<file path="src/rtl/icvt_pkg.sv">
// Purpose: Shared constants for the interrupt control and vector table block
// Assumes: APB word registers, 8 request sources, 40 MHz pclk
// Notes: Offsets are byte addresses on the APB side
package icvt_pkg;

  // ****************************************
  // Sizes
  // ****************************************
  localparam int ICVT_NSRC = 8;
  localparam int ICVT_IDX_W = 3;
  localparam int ICVT_SIC_W = 9;
  localparam int ICVT_PRIO_W = 7;
  localparam int ICVT_TRAP_W = 4;
  localparam int ICVT_CC1_W = 7;

  // ****************************************
  // Register offsets
  // ****************************************
  localparam logic [11:0] ICVT_SIC_BASE = 12'h000;
  localparam logic [11:0] ICVT_BITMOD_BASE = 12'h040;
  localparam logic [11:0] ICVT_VECTOR_TABLE_SEGMENT_POINTER_OFF = 12'h080;
  localparam logic [11:0] ICVT_CC1_OFF = 12'h084;
  localparam logic [11:0] ICVT_TFR_OFF = 12'h088;
  localparam logic [11:0] ICVT_STATUS_OFF = 12'h08C;

  // ****************************************
  // Field positions and reset values
  // ****************************************
  localparam int ICVT_GPX_BIT = 8;
  localparam int ICVT_IR_BIT = 7;
  localparam int ICVT_IE_BIT = 6;
  localparam int ICVT_SOURCE_PRIORITY_LEVEL_MSB = 5;
  localparam int ICVT_SOURCE_PRIORITY_LEVEL_LSB = 2;
  localparam int ICVT_GROUP_SUB_PRIORITY_MSB = 1;
  localparam int ICVT_MASK_LSB = 16;
  localparam int ICVT_VECTOR_SPACING_FIELD_MSB = 6;
  localparam int ICVT_VECTOR_SPACING_FIELD_LSB = 5;
  localparam logic [ICVT_SIC_W-1:0] ICVT_SIC_RESET = 9'h000;
  localparam logic [ICVT_CC1_W-1:0] ICVT_CC1_RESET = 7'h00;
  localparam logic [ICVT_TRAP_W-1:0] ICVT_TFR_RESET = 4'h0;

  // ****************************************
  // Vector table
  // ****************************************
  localparam logic [7:0] ICVT_SEG_INTERNAL = 8'hC0;
  localparam logic [7:0] ICVT_SEG_BOOT = 8'hBF;
  localparam logic [7:0] ICVT_SEG_EXTERNAL = 8'h00;
  localparam logic [7:0] ICVT_SRC_TRAP_BASE = 8'h10;
  localparam logic [7:0] ICVT_CLASS_B_TRAP = 8'h0A;
  localparam logic [4:0] ICVT_VEC_SHIFT_BASE = 5'h02;
  localparam logic [1:0] ICVT_STRAP_SETTLE = 2'h2;

  typedef enum logic [1:0] {
    ICVT_BOOT_INTERNAL = 2'b00,
    ICVT_BOOT_BOOTMEM = 2'b01,
    ICVT_BOOT_EXTERNAL = 2'b10,
    ICVT_BOOT_SYSTEM = 2'b11
  } icvt_boot_t;

  typedef enum logic [1:0] {
    ICVT_ARB_IDLE = 2'b00,
    ICVT_ARB_RUN = 2'b01,
    ICVT_ARB_OFFER = 2'b10
  } icvt_arb_state_t;

endpackage : icvt_pkg

</file>
<file path="src/rtl/icvt_arb_if.sv">
// Purpose: Carrier between source registers and the arbiter
// Assumes: Single pclk domain
// Notes: ctrl side owns the requests, arb side owns the winner
interface icvt_arb_if;
  import icvt_pkg::*;
  logic [ICVT_NSRC-1:0] active;
  logic [ICVT_NSRC-1:0][ICVT_PRIO_W-1:0] prio;
  logic rearm;
  logic win_valid;
  logic [ICVT_IDX_W-1:0] win_idx;
  logic [3:0] win_source_priority_level;
  logic busy;
  modport ctrl (output active, prio, rearm, input win_valid, win_idx, win_source_priority_level, busy);
  modport arb (input active, prio, rearm, output win_valid, win_idx, win_source_priority_level, busy);
endinterface : icvt_arb_if

</file>
<file path="src/rtl/icvt_vecgen.sv">
// Purpose: Vector address from segment, spacing and trap number
// Assumes: Byte addresses, word = 2 bytes
// Notes: Purely combinational
module icvt_vecgen
  import icvt_pkg::*;
(
  input wire logic [7:0] seg,
  input wire logic [1:0] spacing,
  input wire logic [7:0] trap_num,
  output logic [23:0] addr
);

  logic [4:0] shift;

  // ****************************************
  // Address forming
  // ****************************************
  always_comb begin
    shift = ICVT_VEC_SHIFT_BASE + {3'h0, spacing};
    addr = {seg, 16'({8'h00, trap_num} << shift)};
  end

endmodule : icvt_vecgen

</file>
<file path="src/rtl/icvt_arbiter.sv">
// Purpose: Picks the highest enabled request by level then group
// Assumes: Requests and priorities from the same clock
// Notes: Sleeps in idle while nothing is active
module icvt_arbiter
  import icvt_pkg::*;
(
  input wire logic pclk,
  input wire logic presetn,
  icvt_arb_if.arb arb
);

  icvt_arb_state_t state_reg, state_next;
  logic [ICVT_NSRC-1:0] snap_reg, snap_next;
  logic win_valid_reg, win_valid_next;
  logic [ICVT_IDX_W-1:0] win_idx_reg, win_idx_next;
  logic [3:0] win_source_priority_level_reg, win_source_priority_level_next;
  logic best_found;
  logic [ICVT_PRIO_W-1:0] best_prio;
  logic [ICVT_IDX_W-1:0] best_idx;

  // ****************************************
  // Search and sequencing
  // ****************************************
  always_comb begin
    best_found = 1'b0;
    best_prio = '0;
    best_idx = '0;
    for (int i = 0; i < ICVT_NSRC; i++) begin
      if (arb.active[i] && (!best_found || arb.prio[i] > best_prio)) begin
        best_found = 1'b1;
        best_prio = arb.prio[i];
        best_idx = ICVT_IDX_W'(i);
      end
    end
    state_next = state_reg;
    snap_next = snap_reg;
    win_valid_next = win_valid_reg;
    win_idx_next = win_idx_reg;
    win_source_priority_level_next = win_source_priority_level_reg;
    case (state_reg)
      ICVT_ARB_IDLE: begin
        win_valid_next = 1'b0;
        if (|arb.active) begin
          state_next = ICVT_ARB_RUN;
        end
      end
      ICVT_ARB_RUN: begin
        snap_next = arb.active;
        win_valid_next = best_found;
        win_idx_next = best_idx;
        win_source_priority_level_next = best_prio[ICVT_PRIO_W-1:3];
        state_next = best_found ? ICVT_ARB_OFFER : ICVT_ARB_IDLE;
      end
      ICVT_ARB_OFFER: begin
        if (arb.rearm || arb.active != snap_reg) begin
          win_valid_next = 1'b0;
          state_next = (|arb.active) ? ICVT_ARB_RUN : ICVT_ARB_IDLE;
        end
      end
      default: begin
        win_valid_next = 1'b0;
        state_next = ICVT_ARB_IDLE;
      end
    endcase
  end

  always_ff @(posedge pclk or negedge presetn) begin
    if (!presetn) begin
      state_reg <= ICVT_ARB_IDLE;
      snap_reg <= '0;
      win_valid_reg <= 1'b0;
      win_idx_reg <= '0;
      win_source_priority_level_reg <= 4'h0;
    end else begin
      state_reg <= state_next;
      snap_reg <= snap_next;
      win_valid_reg <= win_valid_next;
      win_idx_reg <= win_idx_next;
      win_source_priority_level_reg <= win_source_priority_level_next;
    end
  end

  assign arb.win_valid = win_valid_reg;
  assign arb.win_idx = win_idx_reg;
  assign arb.win_source_priority_level = win_source_priority_level_reg;
  assign arb.busy = (state_reg != ICVT_ARB_IDLE);

endmodule : icvt_arbiter

</file>
<file path="src/rtl/icvt_top.sv">
// Purpose: Source control registers, vector table addressing, CPU offer
// Assumes: APB master on pclk; peripherals and CPU on pclk; strap pins async
// Notes: Registers reached over APB, one 32-bit word each
//
// Local design decisions: register access over APB and the register addresses.

module icvt_top
  import icvt_pkg::*;
#(
  parameter logic [7:0] VECTOR_TABLE_SEGMENT_POINTER_SYSTEM = 8'h00
) (
  input wire logic pclk,
  input wire logic presetn,
  input wire logic psel,
  input wire logic penable,
  input wire logic pwrite,
  input wire logic [11:0] paddr,
  input wire logic [31:0] pwdata,
  output logic [31:0] prdata,
  output logic pready,
  output logic pslverr,
  input wire logic [ICVT_NSRC-1:0] src_event,
  input wire logic [ICVT_TRAP_W-1:0] trap_event,
  input wire logic [1:0] boot_select,
  input wire logic [3:0] cpu_level,
  input wire logic global_ie,
  input wire logic act_ack,
  output logic act_req,
  output logic [ICVT_IDX_W-1:0] act_src,
  output logic [3:0] act_level,
  output logic [23:0] act_vector,
  output logic trap_req,
  output logic [23:0] trap_vector
);

  icvt_arb_if arb_bus ();

  logic [ICVT_NSRC-1:0][ICVT_SIC_W-1:0] sic_reg, sic_next;
  logic [7:0] vector_table_segment_pointer_reg, vector_table_segment_pointer_next;
  logic [ICVT_CC1_W-1:0] cc1_reg, cc1_next;
  logic [ICVT_TRAP_W-1:0] tfr_reg, tfr_next;
  logic [31:0] prdata_reg, prdata_next;
  logic pready_reg, pready_next;
  logic pslverr_reg, pslverr_next;
  logic [1:0] strap_s1_reg, strap_s2_reg;
  logic [1:0] strap_cnt_reg, strap_cnt_next;
  logic strap_done_reg, strap_done_next;
  logic act_req_reg, act_req_next;
  logic [ICVT_IDX_W-1:0] act_src_reg, act_src_next;
  logic [3:0] act_level_reg, act_level_next;
  logic [23:0] act_vector_reg, act_vector_next;
  logic trap_req_reg, trap_req_next;
  logic [23:0] trap_vector_reg, trap_vector_next;
  logic sel_sic, sel_bitmod, wr_fire, ack_fire;
  logic [ICVT_IDX_W-1:0] reg_idx;
  logic [23:0] src_vector, classb_vector;
  logic [7:0] strap_seg;

  // ****************************************
  // APB decode and read path
  // ****************************************
  always_comb begin
    sel_sic = (paddr[11:5] == ICVT_SIC_BASE[11:5]) && (paddr[1:0] == 2'b00);
    sel_bitmod = (paddr[11:5] == ICVT_BITMOD_BASE[11:5]) && (paddr[1:0] == 2'b00);
    reg_idx = paddr[4:2];
    wr_fire = psel && penable && pready_reg && pwrite;
    pready_next = psel && !penable;
    prdata_next = prdata_reg;
    pslverr_next = pslverr_reg;
    if (psel && !penable) begin
      pslverr_next = 1'b0;
      prdata_next = 32'h0000_0000;
      if (sel_sic || sel_bitmod) begin
        prdata_next = {23'h000000, sic_reg[reg_idx]};
      end else if (paddr == ICVT_VECTOR_TABLE_SEGMENT_POINTER_OFF) begin
        prdata_next = {24'h000000, vector_table_segment_pointer_reg};
      end else if (paddr == ICVT_CC1_OFF) begin
        prdata_next = {25'h0000000, cc1_reg};
      end else if (paddr == ICVT_TFR_OFF) begin
        prdata_next = {28'h0000000, tfr_reg};
      end else if (paddr == ICVT_STATUS_OFF) begin
        prdata_next = {22'h000000, arb_bus.busy, arb_bus.win_valid,
                       1'b0, arb_bus.win_idx, arb_bus.win_source_priority_level};
      end else begin
        pslverr_next = 1'b1;
      end
    end
  end

  always_ff @(posedge pclk or negedge presetn) begin
    if (!presetn) begin
      prdata_reg <= 32'h0000_0000;
      pready_reg <= 1'b0;
      pslverr_reg <= 1'b0;
    end else begin
      prdata_reg <= prdata_next;
      pready_reg <= pready_next;
      pslverr_reg <= pslverr_next;
    end
  end

  // ****************************************
  // Source control registers
  // ****************************************
  assign ack_fire = act_ack && act_req_reg;

  for (genvar i = 0; i < ICVT_NSRC; i++) begin : g_src
    always_comb begin
      sic_next[i] = sic_reg[i];
      if (ack_fire && act_src_reg == ICVT_IDX_W'(i)) begin
        sic_next[i][ICVT_IR_BIT] = 1'b0;
      end
      if (wr_fire && !pslverr_reg && sel_sic && reg_idx == ICVT_IDX_W'(i)) begin
        sic_next[i] = pwdata[ICVT_SIC_W-1:0];
      end else if (wr_fire && !pslverr_reg && sel_bitmod && reg_idx == ICVT_IDX_W'(i)) begin
        sic_next[i] = (sic_reg[i] & ~pwdata[ICVT_MASK_LSB +: ICVT_SIC_W])
                    | (pwdata[ICVT_SIC_W-1:0] & pwdata[ICVT_MASK_LSB +: ICVT_SIC_W]);
      end
      if (src_event[i]) begin
        sic_next[i][ICVT_IR_BIT] = 1'b1;
      end
    end
    assign arb_bus.active[i] = sic_reg[i][ICVT_IR_BIT] && sic_reg[i][ICVT_IE_BIT];
    assign arb_bus.prio[i] = {sic_reg[i][ICVT_SOURCE_PRIORITY_LEVEL_MSB:ICVT_SOURCE_PRIORITY_LEVEL_LSB],
                              sic_reg[i][ICVT_GPX_BIT],
                              sic_reg[i][ICVT_GROUP_SUB_PRIORITY_MSB:0]};
  end

  always_ff @(posedge pclk or negedge presetn) begin
    if (!presetn) begin
      sic_reg <= {ICVT_NSRC{ICVT_SIC_RESET}};
    end else begin
      sic_reg <= sic_next;
    end
  end

  // ****************************************
  // Boot strap capture and vector registers
  // ****************************************
  always_comb begin
    case (icvt_boot_t'(strap_s2_reg))
      ICVT_BOOT_INTERNAL: strap_seg = ICVT_SEG_INTERNAL;
      ICVT_BOOT_BOOTMEM: strap_seg = ICVT_SEG_BOOT;
      ICVT_BOOT_EXTERNAL: strap_seg = ICVT_SEG_EXTERNAL;
      ICVT_BOOT_SYSTEM: strap_seg = VECTOR_TABLE_SEGMENT_POINTER_SYSTEM;
      default: strap_seg = ICVT_SEG_EXTERNAL;
    endcase
    strap_cnt_next = strap_cnt_reg;
    strap_done_next = strap_done_reg;
    vector_table_segment_pointer_next = vector_table_segment_pointer_reg;
    cc1_next = cc1_reg;
    tfr_next = tfr_reg;
    if (!strap_done_reg) begin
      if (strap_cnt_reg == ICVT_STRAP_SETTLE) begin
        vector_table_segment_pointer_next = strap_seg;
        strap_done_next = 1'b1;
      end else begin
        strap_cnt_next = strap_cnt_reg + 2'h1;
      end
    end else if (wr_fire && paddr == ICVT_VECTOR_TABLE_SEGMENT_POINTER_OFF) begin
      vector_table_segment_pointer_next = pwdata[7:0];
    end
    if (wr_fire && paddr == ICVT_CC1_OFF) begin
      cc1_next = pwdata[ICVT_CC1_W-1:0];
    end
    if (wr_fire && paddr == ICVT_TFR_OFF) begin
      tfr_next = pwdata[ICVT_TRAP_W-1:0];
    end
    tfr_next = tfr_next | trap_event;
  end

  always_ff @(posedge pclk or negedge presetn) begin
    if (!presetn) begin
      strap_s1_reg <= 2'b00;
      strap_s2_reg <= 2'b00;
      strap_cnt_reg <= 2'h0;
      strap_done_reg <= 1'b0;
      vector_table_segment_pointer_reg <= ICVT_SEG_EXTERNAL;
      cc1_reg <= ICVT_CC1_RESET;
      tfr_reg <= ICVT_TFR_RESET;
    end else begin
      strap_s1_reg <= boot_select;
      strap_s2_reg <= strap_s1_reg;
      strap_cnt_reg <= strap_cnt_next;
      strap_done_reg <= strap_done_next;
      vector_table_segment_pointer_reg <= vector_table_segment_pointer_next;
      cc1_reg <= cc1_next;
      tfr_reg <= tfr_next;
    end
  end

  // ****************************************
  // Arbiter and vector generators
  // ****************************************
  assign arb_bus.rearm = ack_fire;

  icvt_arbiter u_arbiter (
    .pclk(pclk),
    .presetn(presetn),
    .arb(arb_bus)
  );

  icvt_vecgen u_src_vec (
    .seg(vector_table_segment_pointer_reg),
    .spacing(cc1_reg[ICVT_VECTOR_SPACING_FIELD_MSB:ICVT_VECTOR_SPACING_FIELD_LSB]),
    .trap_num(ICVT_SRC_TRAP_BASE + {5'h00, arb_bus.win_idx}),
    .addr(src_vector)
  );

  icvt_vecgen u_classb_vec (
    .seg(vector_table_segment_pointer_reg),
    .spacing(cc1_reg[ICVT_VECTOR_SPACING_FIELD_MSB:ICVT_VECTOR_SPACING_FIELD_LSB]),
    .trap_num(ICVT_CLASS_B_TRAP),
    .addr(classb_vector)
  );

  // ****************************************
  // Action offer to the CPU
  // ****************************************
  always_comb begin
    act_req_next = arb_bus.win_valid && arb_bus.busy && !ack_fire
                && arb_bus.active[arb_bus.win_idx]
                && arb_bus.win_source_priority_level != 4'h0
                && arb_bus.win_source_priority_level > cpu_level && global_ie;
    act_src_next = arb_bus.win_idx;
    act_level_next = arb_bus.win_source_priority_level;
    act_vector_next = src_vector;
    trap_req_next = |tfr_reg;
    trap_vector_next = classb_vector;
  end

  always_ff @(posedge pclk or negedge presetn) begin
    if (!presetn) begin
      act_req_reg <= 1'b0;
      act_src_reg <= '0;
      act_level_reg <= 4'h0;
      act_vector_reg <= 24'h000000;
      trap_req_reg <= 1'b0;
      trap_vector_reg <= 24'h000000;
    end else begin
      act_req_reg <= act_req_next;
      act_src_reg <= act_src_next;
      act_level_reg <= act_level_next;
      act_vector_reg <= act_vector_next;
      trap_req_reg <= trap_req_next;
      trap_vector_reg <= trap_vector_next;
    end
  end

  assign prdata = prdata_reg;
  assign pready = pready_reg;
  assign pslverr = pslverr_reg;
  assign act_req = act_req_reg;
  assign act_src = act_src_reg;
  assign act_level = act_level_reg;
  assign act_vector = act_vector_reg;
  assign trap_req = trap_req_reg;
  assign trap_vector = trap_vector_reg;

endmodule : icvt_top

</file>
<file path="config.mk">
export PLATFORM = sky130hd
export DESIGN_NAME = icvt_top
export DESIGN_NICKNAME = d
export VERILOG_FILES = /design/src/rtl/icvt_pkg.sv /design/src/rtl/icvt_arb_if.sv /design/src/rtl/icvt_vecgen.sv /design/src/rtl/icvt_arbiter.sv /design/src/rtl/icvt_top.sv
export SDC_FILE = /design/constraint.sdc
export NUM_CORES = 1
export LEC_CHECK = 0
export BUFFER_PORTS_ARGS = -buffer_cell sky130_fd_sc_hd__buf_4
export CORE_MARGIN = 2
export CORE_UTILIZATION = 60
export CTS_CLUSTER_SIZE = 28
export DETAILED_ROUTE_END_ITERATION = 7
export GPL_TIMING_DRIVEN = 1
export HOLD_SLACK_MARGIN = 0.1
export PLACE_DENSITY = 0.91
export SETUP_SLACK_MARGIN = 0.5
export SYNTH_ARGS = -nofsm -noshare
export SYNTH_HDL_FRONTEND = slang
export SYNTH_SLANG_ARGS = --single-unit
</file>
<file path="constraint.sdc">
create_clock -name pclk -period 30.7 [get_ports pclk]
set_input_delay 1.535 -clock pclk [delete_from_list [all_inputs] [get_ports pclk]]
set_output_delay 1.535 -clock pclk [all_outputs]
set_load 0.01 [all_outputs]
</file>
; ---- Word-level counts from Yosys, hierarchy flattened
; Cells that the tools add are included.
[totals]
ram_bits = 0
ff_bits = 207
mem_count = 0
word_cells = 293
latch_bits = 0
in_bits = 69
output_inout_bits = 91
romBits = 0
[classes]
div = 0
mul = 0
bitwise = 21
n_eq_ne = 29
reduce_logical = 108
n_lt_le_gt_ge = 10
n_shift = 2
muxes = 83
n_addsub = 3
[op_table]
columns = operator, count
row1 = $mux 9, 17
row2 = $and 9x9->9, 9
row3 = $or 9x9->9, 8
row4 = $logic_and 1x1->1, 58
row5 = $mux 7, 8
row6 = $mux 10, 5
row7 = $gt 7x7->1, 7
row8 = $eq 12x8->1 const B, 4
row9 = $reduce_bool 4->1, 9
row10 = $mux 1, 35
row11 = $bmux 9 s3, 1
row12 = $eq 3x3->1 const B, 8
row13 = $mux 8, 3
row14 = $pmux 8 s3, 1
row15 = $reduce_bool 2->1, 10
row16 = $shl 4x5->16 const A, 1
row17 = $shl 6x5->16, 1
row18 = $eq 3x2->1 const B, 4
row19 = $mux 3, 4
row20 = $logic_not 1->1, 10
row21 = $mux 2, 5
row22 = $logic_or 1x1->1, 9
row23 = $not 9->9, 1
row24 = $eq 2x2->1 const B, 4
row25 = 23 further kinds, 34

; ---- Logic depth before layout (Yosys ltp)
; Gate-level depths: netlist (run 1).
[depth]
depth_word = 32
mapped_depth = 60
depth_no_buf = 52

; ---- Cells and area by module
; Synthesis (run 1) repeated with hierarchy kept, for this count alone.
[hier_totals]
cells_unflattened = 1086
area_unflattened_um2 = 11182.0
[modules_own_cells]
columns = module, area_per_inst_um2, cells_per_inst, seq_area_each_um2, instances
row1 = icvt_top, 7759.9, 656, 4179.0, 1
row2 = icvt_arbiter, 2851.5, 358, 450.4, 1
row3 = icvt_vecgen, 285.3, 36, 0.0, 2

; ---- Worst setup path before layout (run 1)
; No wires, ideal clock.
[synth_timing]
path_kind = register -> register
startpoint = reg sic_reg[7] (netlist name)
endpoint = reg u_arbiter.win_source_priority_level_reg[1] (netlist: u_arbiter.arb.win_source_priority_level[1])
arrival_time_ns = 11.350
path_buffers = 9
required_ns = 30.613
stages_incl_launch_ff = 59
slack_ns = 19.264
setup_ns = 0.087
synth_period_minus_slack_ns = 11.436
cell_sequence = dfrtp_1 and2_1 buf_2 nand2_1 ha_1 nand4_1 or3_1 o2111a_1 clkbuf_1 mux2_2 ha_1 nand3_1 o311ai_0 a31o_2 clkbuf_1 nor2_1 a21o_1 ha_1 [23 not listed] o21ai_0 a31oi_1 a21oi_1 ha_1 nor2b_1 o211ai_1 a21oi_1 o21bai_1 clkbuf_1 o2111ai_1 o22ai_1 ha_1 a21o_1 a21oi_1 and3b_1 o21ai_0 a21o_1 o211ai_1
[synth_via]
elab_chain_cells = 30
elab_cells_between_ends = 44
cone_classes = order compare (7) / mux (15) / reduce/logical (22)
[synth_lines]
columns = item, line
row1 = start: declaration, icvt_top.sv:38  ; logic [ICVT_NSRC-1:0][ICVT_SIC_W-1:0] sic_reg, sic_next;
row2 = start signal: assignment, icvt_top.sv:131  ; sic_reg <= {ICVT_NSRC{ICVT_SIC_RESET}};
row3 = start signal: assignment, icvt_top.sv:133  ; sic_reg <= sic_next;
row4 = $logic_and 1x1->1 (*), icvt_top.sv:123  ; assign arb_bus.active[i] = sic_reg[i][ICVT_IR_BIT] && sic_reg[i][ICVT_IE_BIT];
row5 = $mux 7 or $mux 1 (tied branches), icvt_arbiter.sv:29  ; if (arb.active[i] && (!best_found || arb.prio[i] > best_prio)) begin
row6 = $gt 7x7->1 or $logic_not 1->1 (tied branches), icvt_arbiter.sv:29
row7 = $logic_or 1x1->1, icvt_arbiter.sv:29
row8 = $logic_and 1x1->1, icvt_arbiter.sv:29
row9 = $mux 7 or $mux 1 (tied branches), icvt_arbiter.sv:29
row10 = $gt 7x7->1 or $logic_not 1->1 (tied branches), icvt_arbiter.sv:29
row11 = $logic_or 1x1->1, icvt_arbiter.sv:29
row12 = [14 not listed], --
row13 = $gt 7x7->1 or $logic_not 1->1 (tied branches), icvt_arbiter.sv:29
row14 = $logic_or 1x1->1, icvt_arbiter.sv:29
row15 = $logic_and 1x1->1, icvt_arbiter.sv:29
row16 = $mux 7 or $mux 1 (tied branches), icvt_arbiter.sv:29
row17 = $gt 7x7->1 or $logic_not 1->1 (tied branches), icvt_arbiter.sv:29
row18 = $logic_or 1x1->1, icvt_arbiter.sv:29
row19 = $logic_and 1x1->1, icvt_arbiter.sv:29
row20 = $mux 7 (*), icvt_arbiter.sv:29
row21 = end signal: assignment, icvt_arbiter.sv:79  ; win_source_priority_level_reg <= win_source_priority_level_next;
row22 = end: declaration, icvt_arbiter.sv:16  ; logic [3:0] win_source_priority_level_reg, win_source_priority_level_next;
; Every way passes the cells marked *; elsewhere a longest branch is shown, timed or not.
; A chain may end at the register's enable or synchronous reset.

; ---- Final worst setup path (run 1)
[layout_timing]
startpoint = reg sic_reg[7] (netlist name)
endpoint = reg u_arbiter.win_idx_reg[2] (netlist: u_arbiter.arb.win_idx[2])
[layout_via]
elab_chain_cells = 30
elab_cells_between_ends = 47
cone_classes = order compare (7) / mux (18) / reduce/logical (22)
[layout_lines]
columns = item, line
row1 = $logic_and 1x1->1 (*), icvt_top.sv:123
row2 = $mux 7 or $mux 1 (tied branches), icvt_arbiter.sv:29
row3 = $gt 7x7->1 or $logic_not 1->1 (tied branches), icvt_arbiter.sv:29
row4 = $logic_or 1x1->1, icvt_arbiter.sv:29
row5 = $logic_and 1x1->1, icvt_arbiter.sv:29
row6 = $mux 7 or $mux 1 (tied branches), icvt_arbiter.sv:29
row7 = $gt 7x7->1 or $logic_not 1->1 (tied branches), icvt_arbiter.sv:29
row8 = $logic_or 1x1->1, icvt_arbiter.sv:29
row9 = [14 not listed], --
row10 = $gt 7x7->1 or $logic_not 1->1 (tied branches), icvt_arbiter.sv:29
row11 = $logic_or 1x1->1, icvt_arbiter.sv:29
row12 = $logic_and 1x1->1, icvt_arbiter.sv:29
row13 = $mux 7 or $mux 1 (tied branches), icvt_arbiter.sv:29
row14 = $gt 7x7->1 or $logic_not 1->1 (tied branches), icvt_arbiter.sv:29
row15 = $logic_or 1x1->1, icvt_arbiter.sv:29
row16 = $logic_and 1x1->1, icvt_arbiter.sv:29
row17 = $mux 3 (*), icvt_arbiter.sv:29
row18 = end signal: assignment, icvt_arbiter.sv:78  ; win_idx_reg <= win_idx_next;
row19 = end: declaration, icvt_arbiter.sv:15  ; logic [ICVT_IDX_W-1:0] win_idx_reg, win_idx_next;
; Marks and branches as above.

==> results.md, run 1 <==
* WP data arrival at 14.17 ns
* Site Rows at 46
* CTS Buf Count at 17
* Peak fanout along the critical path at 23
* Synth Instances at 972
* Clock tree from TritonCTS: built
* Synth cell count leaders: dfrtp_1 (163), nand2_1 (93), mux2_2 (81)
* Routability cong. at 0.980
* Worst EP required at 31.04 ns
* Vias in the first global route at 8053
* Pwr dens at 40.8 nW/µm²
* Routed Antenna Nets at 0
* Area taken by multi-input logic gates at 5290 µm²
* Initial antenna violation count at 0
* Setup Buffers After CTS at 0
* Dpl hpwl at 20500 µm
* Leakage at 5.20 nW
* Element type at the critical path end: register
* # setup viols final at 0
* Seq/Total Area, Yosys at 41.4%
* Status: complete, no violations
* Post-route minimum period at 13.83 ns
* Synthesized area at 9860 µm²
* First-pass GRT wire length at 43600 µm
* Layout Nets at 1174
* Number of synthesized flops with an enable pin at 0
* Clk buf depth at 2
* Worst Path Class, Setup: register to register
* Clock Latency Late Sink at 0.44 ns
* Peak supply drop at 0.0366 mV
* DRT Pass-1 Iters at 7
* Drt wl/cell at 21.5 µm
* Critical Path Most Common Cell: ha_1
* Placeable Area at 16000 µm²
* Max_slew headroom at 16.3%
* Synth-to-layout area growth at 13.7%
* Vias per inst at 6.38
* Die X-Extent at 132 µm
* Post-synth top flop: dfrtp_1
* Slew @ Worst Pin at 1.25 ns
* Ys Warns at 0
* Final period util at 45.1%
* RSZ-0062 raised after global routing: false
* Synthesized flop and latch total at 163
* WL final at 27500 µm
* Maxcap violations at 0
* Filler cell count at 1171
* Layout Skew at 0.00730 ns
* Crit-path slowest cell: o21bai_1
* Largest net degree at the start of global routing at 96
* WHS Path Cells at 0
* Hold Vio Cnt, Final at 0
* Synthesized area per cell at 10.1 µm²
* Top post-synthesis cells by area: dfrtp_1 (41%), mux2_2 (9.3%), ha_1 (6.9%)
* Max reg flops at 56
* DRC violations left at 0
* Cts-stage hold buffer count at 0
* Netlist cell types at 63
* Post-CTS sizing at 0
* H-tree depth at 4
* Max-slew violations at 0
* Count leader, synth: dfrtp_1
* Initial Util at 61.6%
* Final instance area at 11200 µm²
* Number of I/O port buffers at 113
* # clock sinks at 163
* Share of layout cells above drive strength 1 at 24.8%
* Delay of the slowest critical-path stage at 0.77 ns
* Async SR Flop Fraction at 100%
* Final TNS setup at 0 ns
* Inserted Diodes at 0
* Post-synth top area share at 41.4%
* DR iter-0 viols at 950
* Total track usage at 32.1%
* GRT Residual Overflow at 0
* Worst R2R Path Depth at 51
* Die height at 132 µm
* # IOs at 160
* Max Fclk at 72.3 MHz
* Reg area at 4080 µm²
* Routed via count at 8162
* DIE AREA at 17500 µm²
* Critical path launch point type: register
* Hold WC Path Type: register to register
* Reg clk slew, reported paths at 0.07 ns
* Post-Route Utilization at 70.0%
* Leading area contributor after synthesis: dfrtp_1
* Dpl cell area at 10600 µm²
* Root Buffer: clkbuf_16
worst paths after layout:
check / start / endpoint / slack, ns
max in group asynchronous: presetn / arb_bus.prio[31]$_DFFE_PN0P_ / 28.11
setup reg to reg: sic_reg[7]$_DFFE_PN0P_ / u_arbiter.arb.win_idx[2]$_DFFE_PN0P_ / 16.87
hold reg to reg: strap_s1_reg[1]$_DFF_PN0_ / strap_s2_reg[1]$_DFF_PN0_ / 0.37
min in group asynchronous: presetn / act_vector[4]$_DFF_PN0_ / 1.17
hold / removal: strap_s1_reg[1]$_DFF_PN0_ / strap_s2_reg[1]$_DFF_PN0_ / 0.37
setup / recovery: sic_reg[7]$_DFFE_PN0P_ / u_arbiter.arb.win_idx[2]$_DFFE_PN0P_ / 16.87
where the power goes:
part	switching, W	internal (W)	leakage, nW
clock network	0.0000948	0.000114	0.279
logic	0.0000185	0.0000106	2.79
registers	0.00000236	0.000217	2.13
kinds of logic (layout without fill, tap and decap cells):
kind of cell | after synthesis | after routing | synth area share, %
AO/OA/AOI/OAI | 260 | 260 | 17.1
AND/OR/NAND/NOR | 252 | 252 | 12.6
flip-flops | 163 | 163 | 41.4
buffers and inverters | 123 | 178 | 6.42
multiplexers | 110 | 110 | 14.7
adder cells (fa/ha/maj) | 54 | 54 | 6.85
XOR/XNOR | 9 | 9 | 0.800
other | 1 | 38 | 0.0380
routing by layer:
metal | wire length [µm] | global-route usage, % | vias up
li1 | - | - | 3663
met1 | 10800 | 42.8 | 3946
met2 | 13300 | 50.8 | 479
met5 | 0 | 0 | -
met4 | 1020 | 14.4 | 0
met3 | 2440 | 6.81 | 74
cell usage in the layout (no fill, tap or decap), types with 10 or more instances in the layout:
cell,count
o2111ai_1,10
nor2_1,55
buf_4,116
nand2b_1,14
inv_1,29
clkbuf_16,17
a21o_1,20
mux4_2,20
conb_1,38
o21bai_1,10
dfrtp_1,163
a211oi_1,12
a21oi_1,79
mux2_2,81
nand4_1,14
ha_1,54
o21ai_0,49
nor2b_1,15
nand2_1,93
o22ai_1,11
nand3_1,16
per-stage QoR:
stage	std cells	hold WS (ns)	power (W)	setup slack, ns
floorplan	1009	0.331	0.000239	19.26
finish	1280	0.369	0.000458	16.87
CTS	1280	0.374	0.000459	17.14
detailed placement	1248	0.354	0.000253	17.33
global route	1280	0.376	0.000472	15.89
global placement	1248	0.336	0.000252	17.39
worst max-delay path: cells and delay by family, from the launching register on:
kind,cells,cell delay [ns]
multiplexers,1,0.38
adder cells (fa/ha/maj),7,2.18
flip-flops,1,0.46
AND/OR/NAND/NOR,16,2.87
buffers and inverters,2,0.65
AO/OA/AOI/OAI,25,7.14
cell type report:
cell class | instances | share of cell area, %
multi-input combinational | 723 | 47.2
timing repair buffer | 117 | 7.87
inverter | 29 | 0.971
tap | 216 | 2.41
clock buffer | 18 | 3.83
clock inverter | 14 | 1.31
sequential | 163 | 36.4
Note: power is estimated with default switching activity, not from simulation.
==> run 2, diff against run 1 <==
CORE_UTILIZATION = 58   (was 60)
PLACE_DENSITY = 0.89   (was 0.91)
clock period = 12.98 ns   (was 30.7 ns; I/O delays follow)
==> run 2 against run 1 <==
The run now ends with max-capacitance violations left. Fmax grew 17%. Count of clock-buffer cells in the layout is the same. Sequential power is 140% higher. Worst hold slack lost 0.12 ns. Power grew 140%. Critical endpoint is now u_arbiter.arb.win_source_priority_level[0]$_DFFE_PN0P_. Largest power group unchanged.
==> results.md, run 2 (same netlist as run 1, synthesis figures left out) <==
* Status: finished, violations left
* Failing checks: max-capacitance violations
* Clock Latency Late Sink at 0.43 ns (about the same)
* Flop2flop setup slack at 1.11 ns (-15.76 ns)
* Vias per inst at 6.53 (+2.4%)
* Final period util at 91.4% (+46 points)
* Setup Buffers After CTS at 0 (unchanged)
* Max reg flops at 56 (unchanged)
* Routed via count at 8414 (+3.1%)
* Delay of the slowest critical-path stage at 0.45 ns (-0.32 ns)
* Vias in the first global route at 8091 (+0.47%)
* Routability cong. at 0.980 (about the same)
* WL final at 28100 µm (+2.1%)
* Area taken by multi-input logic gates at 5370 µm² (+1.5%)
* Layout Skew at 0.00863 ns (+0.00133 ns)
* Placeable Area at 16600 µm² (+3.6%)
* Worst flop-to-flop path endpoint: u_arbiter.arb.win_source_priority_level[0]$_DFFE_PN0P_
* Commonest non-fill, non-tap cell in the layout: dfrtp_1
* Top delay family on crit path: compound AO/OA/AOI/OAI gates
* Dpl hpwl at 20200 µm (-1.8%)
* Hold Vio Cnt, Final at 0 (unchanged)
* # IOs at 160 (unchanged)
* Peak fanout along the critical path at 18 (-22%)
* H-tree depth at 4 (unchanged)
* Share of layout cells above drive strength 1 at 26.4% (+1.6 points)
* DIE AREA at 18100 µm² (+3.3%)
* # clock sinks at 163 (unchanged)
* Final TNS setup at 0 ns (unchanged)
* DR iter-0 viols at 942 (-0.84%)
* Critical Path Most Common Cell: ha_1
* Largest net degree at the start of global routing at 84 (-13%)
* Initial Util at 59.4% (-2.2 points)
* Die height at 134 µm (+1.7%)
* Reg clk slew, reported paths at 0.07 ns (about the same)
* Worst Path Class, Setup: register to register
* First-pass GRT wire length at 43200 µm (-1.0%)
* Crit-path slowest cell: dfrtp_1
* Max_slew headroom at 0.0847% (-16 points)
* Routed Antenna Nets at 0 (unchanged)
* Initial antenna violation count at 0 (unchanged)
* Max-slew violations at 0 (unchanged)
* Most frequent cells in the layout: dfrtp_1 (163), buf_4 (119), nand2_1 (93)
* Layout Nets at 1179 (+0.43%)
* Die X-Extent at 134 µm (+1.7%)
* Leakage at 5.25 nW (+0.91%)
* Synth-to-layout area growth at 15.1%
* Total track usage at 31.4% (-0.71 points)
* CTS Buf Count at 17 (unchanged)
* Element type at the critical path end: register
* Worst EP required at 13.28 ns (-17.76 ns)
* Peak supply drop at 0.0924 mV (+150%)
* DRC violations left at 0 (unchanged)
* Max Fclk at 84.3 MHz (+17%)
* Post-route minimum period at 11.87 ns (-1.96 ns)
* Clk buf depth at 2 (unchanged)
* Filler cell count at 1214 (+3.7%)
* Worst hold slack at 0.249 ns (-0.120 ns)
* Site Rows at 47 (+2.2%)
* Clock tree from TritonCTS: built
* Hold WC Path Type: input pin to async pin
* Reg area at 4080 µm² (unchanged)
* GRT Residual Overflow at 0 (unchanged)
* Number of I/O port buffers at 113 (unchanged)
* Post-Route Utilization at 68.4% (-1.6 points)
* Dpl cell area at 10700 µm² (+0.33%)
* Final instance area at 11300 µm² (+1.3%)
* RSZ-0062 raised after global routing: false
* WP data arrival at 12.17 ns (-2.00 ns)
* Root Buffer: clkbuf_16
* Critical R2R Launch: sic_reg[6]$_DFFE_PN0P_
* Critical path launch point type: register
* Slew @ Worst Pin at 1.49 ns (+0.242 ns)
* Drt wl/cell at 21.8 µm (+1.4%)
* Worst R2R Path Depth at 51 (unchanged)
* # setup viols final at 0 (unchanged)
* Inserted Diodes at 0 (unchanged)
* Maxcap violations at 1 (+1)
* Pwr dens at 96.9 nW/µm² (+140%)
* Buf/Inv on CP at 2 (unchanged)
* DRT Pass-1 Iters at 6 (-1)
[run 2: cell count changes in the layout (fill, tap and decap cells not counted), moves of 3 or more]
cell,change
clkinv_4,-3
inv_8,+3
buf_4,+3
a211oi_1,-5
a211oi_2,+4
[run 2: how the worst max path moves through the flow]
stage | slack [ns] | endpoint | startpoint | cells after the start
final | 1.11 | u_arbiter.arb.win_source_priority_level[0]$_DFFE_PN0P_ | sic_reg[6]$_DFFE_PN0P_ | 51
after detailed placement | 0.46 | u_arbiter.arb.win_idx[2]$_DFFE_PN0P_ | sic_reg[6]$_DFFE_PN0P_ | 51
after CTS | 0.65 | u_arbiter.arb.win_source_priority_level[0]$_DFFE_PN0P_ | sic_reg[6]$_DFFE_PN0P_ | 51
after floorplan | 1.54 | u_arbiter.arb.win_source_priority_level[1]$_DFFE_PN0P_ | sic_reg[7]$_DFFE_PN0P_ | 58
after global routing | 0.43 | u_arbiter.arb.win_source_priority_level[0]$_DFFE_PN0P_ | sic_reg[7]$_DFFE_PN0P_ | 53
after global placement | 0.83 | u_arbiter.arb.win_idx[2]$_DFFE_PN0P_ | sic_reg[7]$_DFFE_PN0P_ | 51
[run 2: routing by layer]
layer  wire [µm]  track usage, %
met1       10800            40.9
met2       13600            50.2
met3        2660            7.56
met4        1080            13.7
met5           0               0
[run 2: cell type report]
type	instances	share of cell area (%)
Clock inverter	14	1.38
Multi-Input combinational cell	724	47.3
Tap cell	220	2.43
Timing Repair Buffer	121	8.07
Clock buffer	18	3.87
Sequential cell	163	35.9
Inverter	29	0.959
[run 2: what timing repair did]
action	4_1_cts	5_1_grt
hold buffers	0	0
resized for setup	2	17
gates cloned	0	1
endpoints found under the setup margin	7	7
pin swaps	0	1
[run 2: stage by stage]
step | std cells | power (W) | setup slack [ns]
6_report | 1289 | 0.00110 | 1.11
3_5_place_dp | 1256 | 0.000597 | 0.464
2_1_floorplan | 1009 | 0.000564 | 1.54
3_3_place_gp | 1256 | 0.000596 | 0.834
5_1_grt | 1289 | 0.00113 | 0.429
4_1_cts | 1288 | 0.00110 | 0.653
[run 2: power breakdown]
part / leakage, nW / switching, W / internal (W)
Combinational: 2.83 / 0.0000444 / 0.0000251
Sequential: 2.13 / 0.00000530 / 0.000514
Clock: 0.287 / 0.000233 / 0.000279
Total: 5.25 / 0.000282 / 0.000818
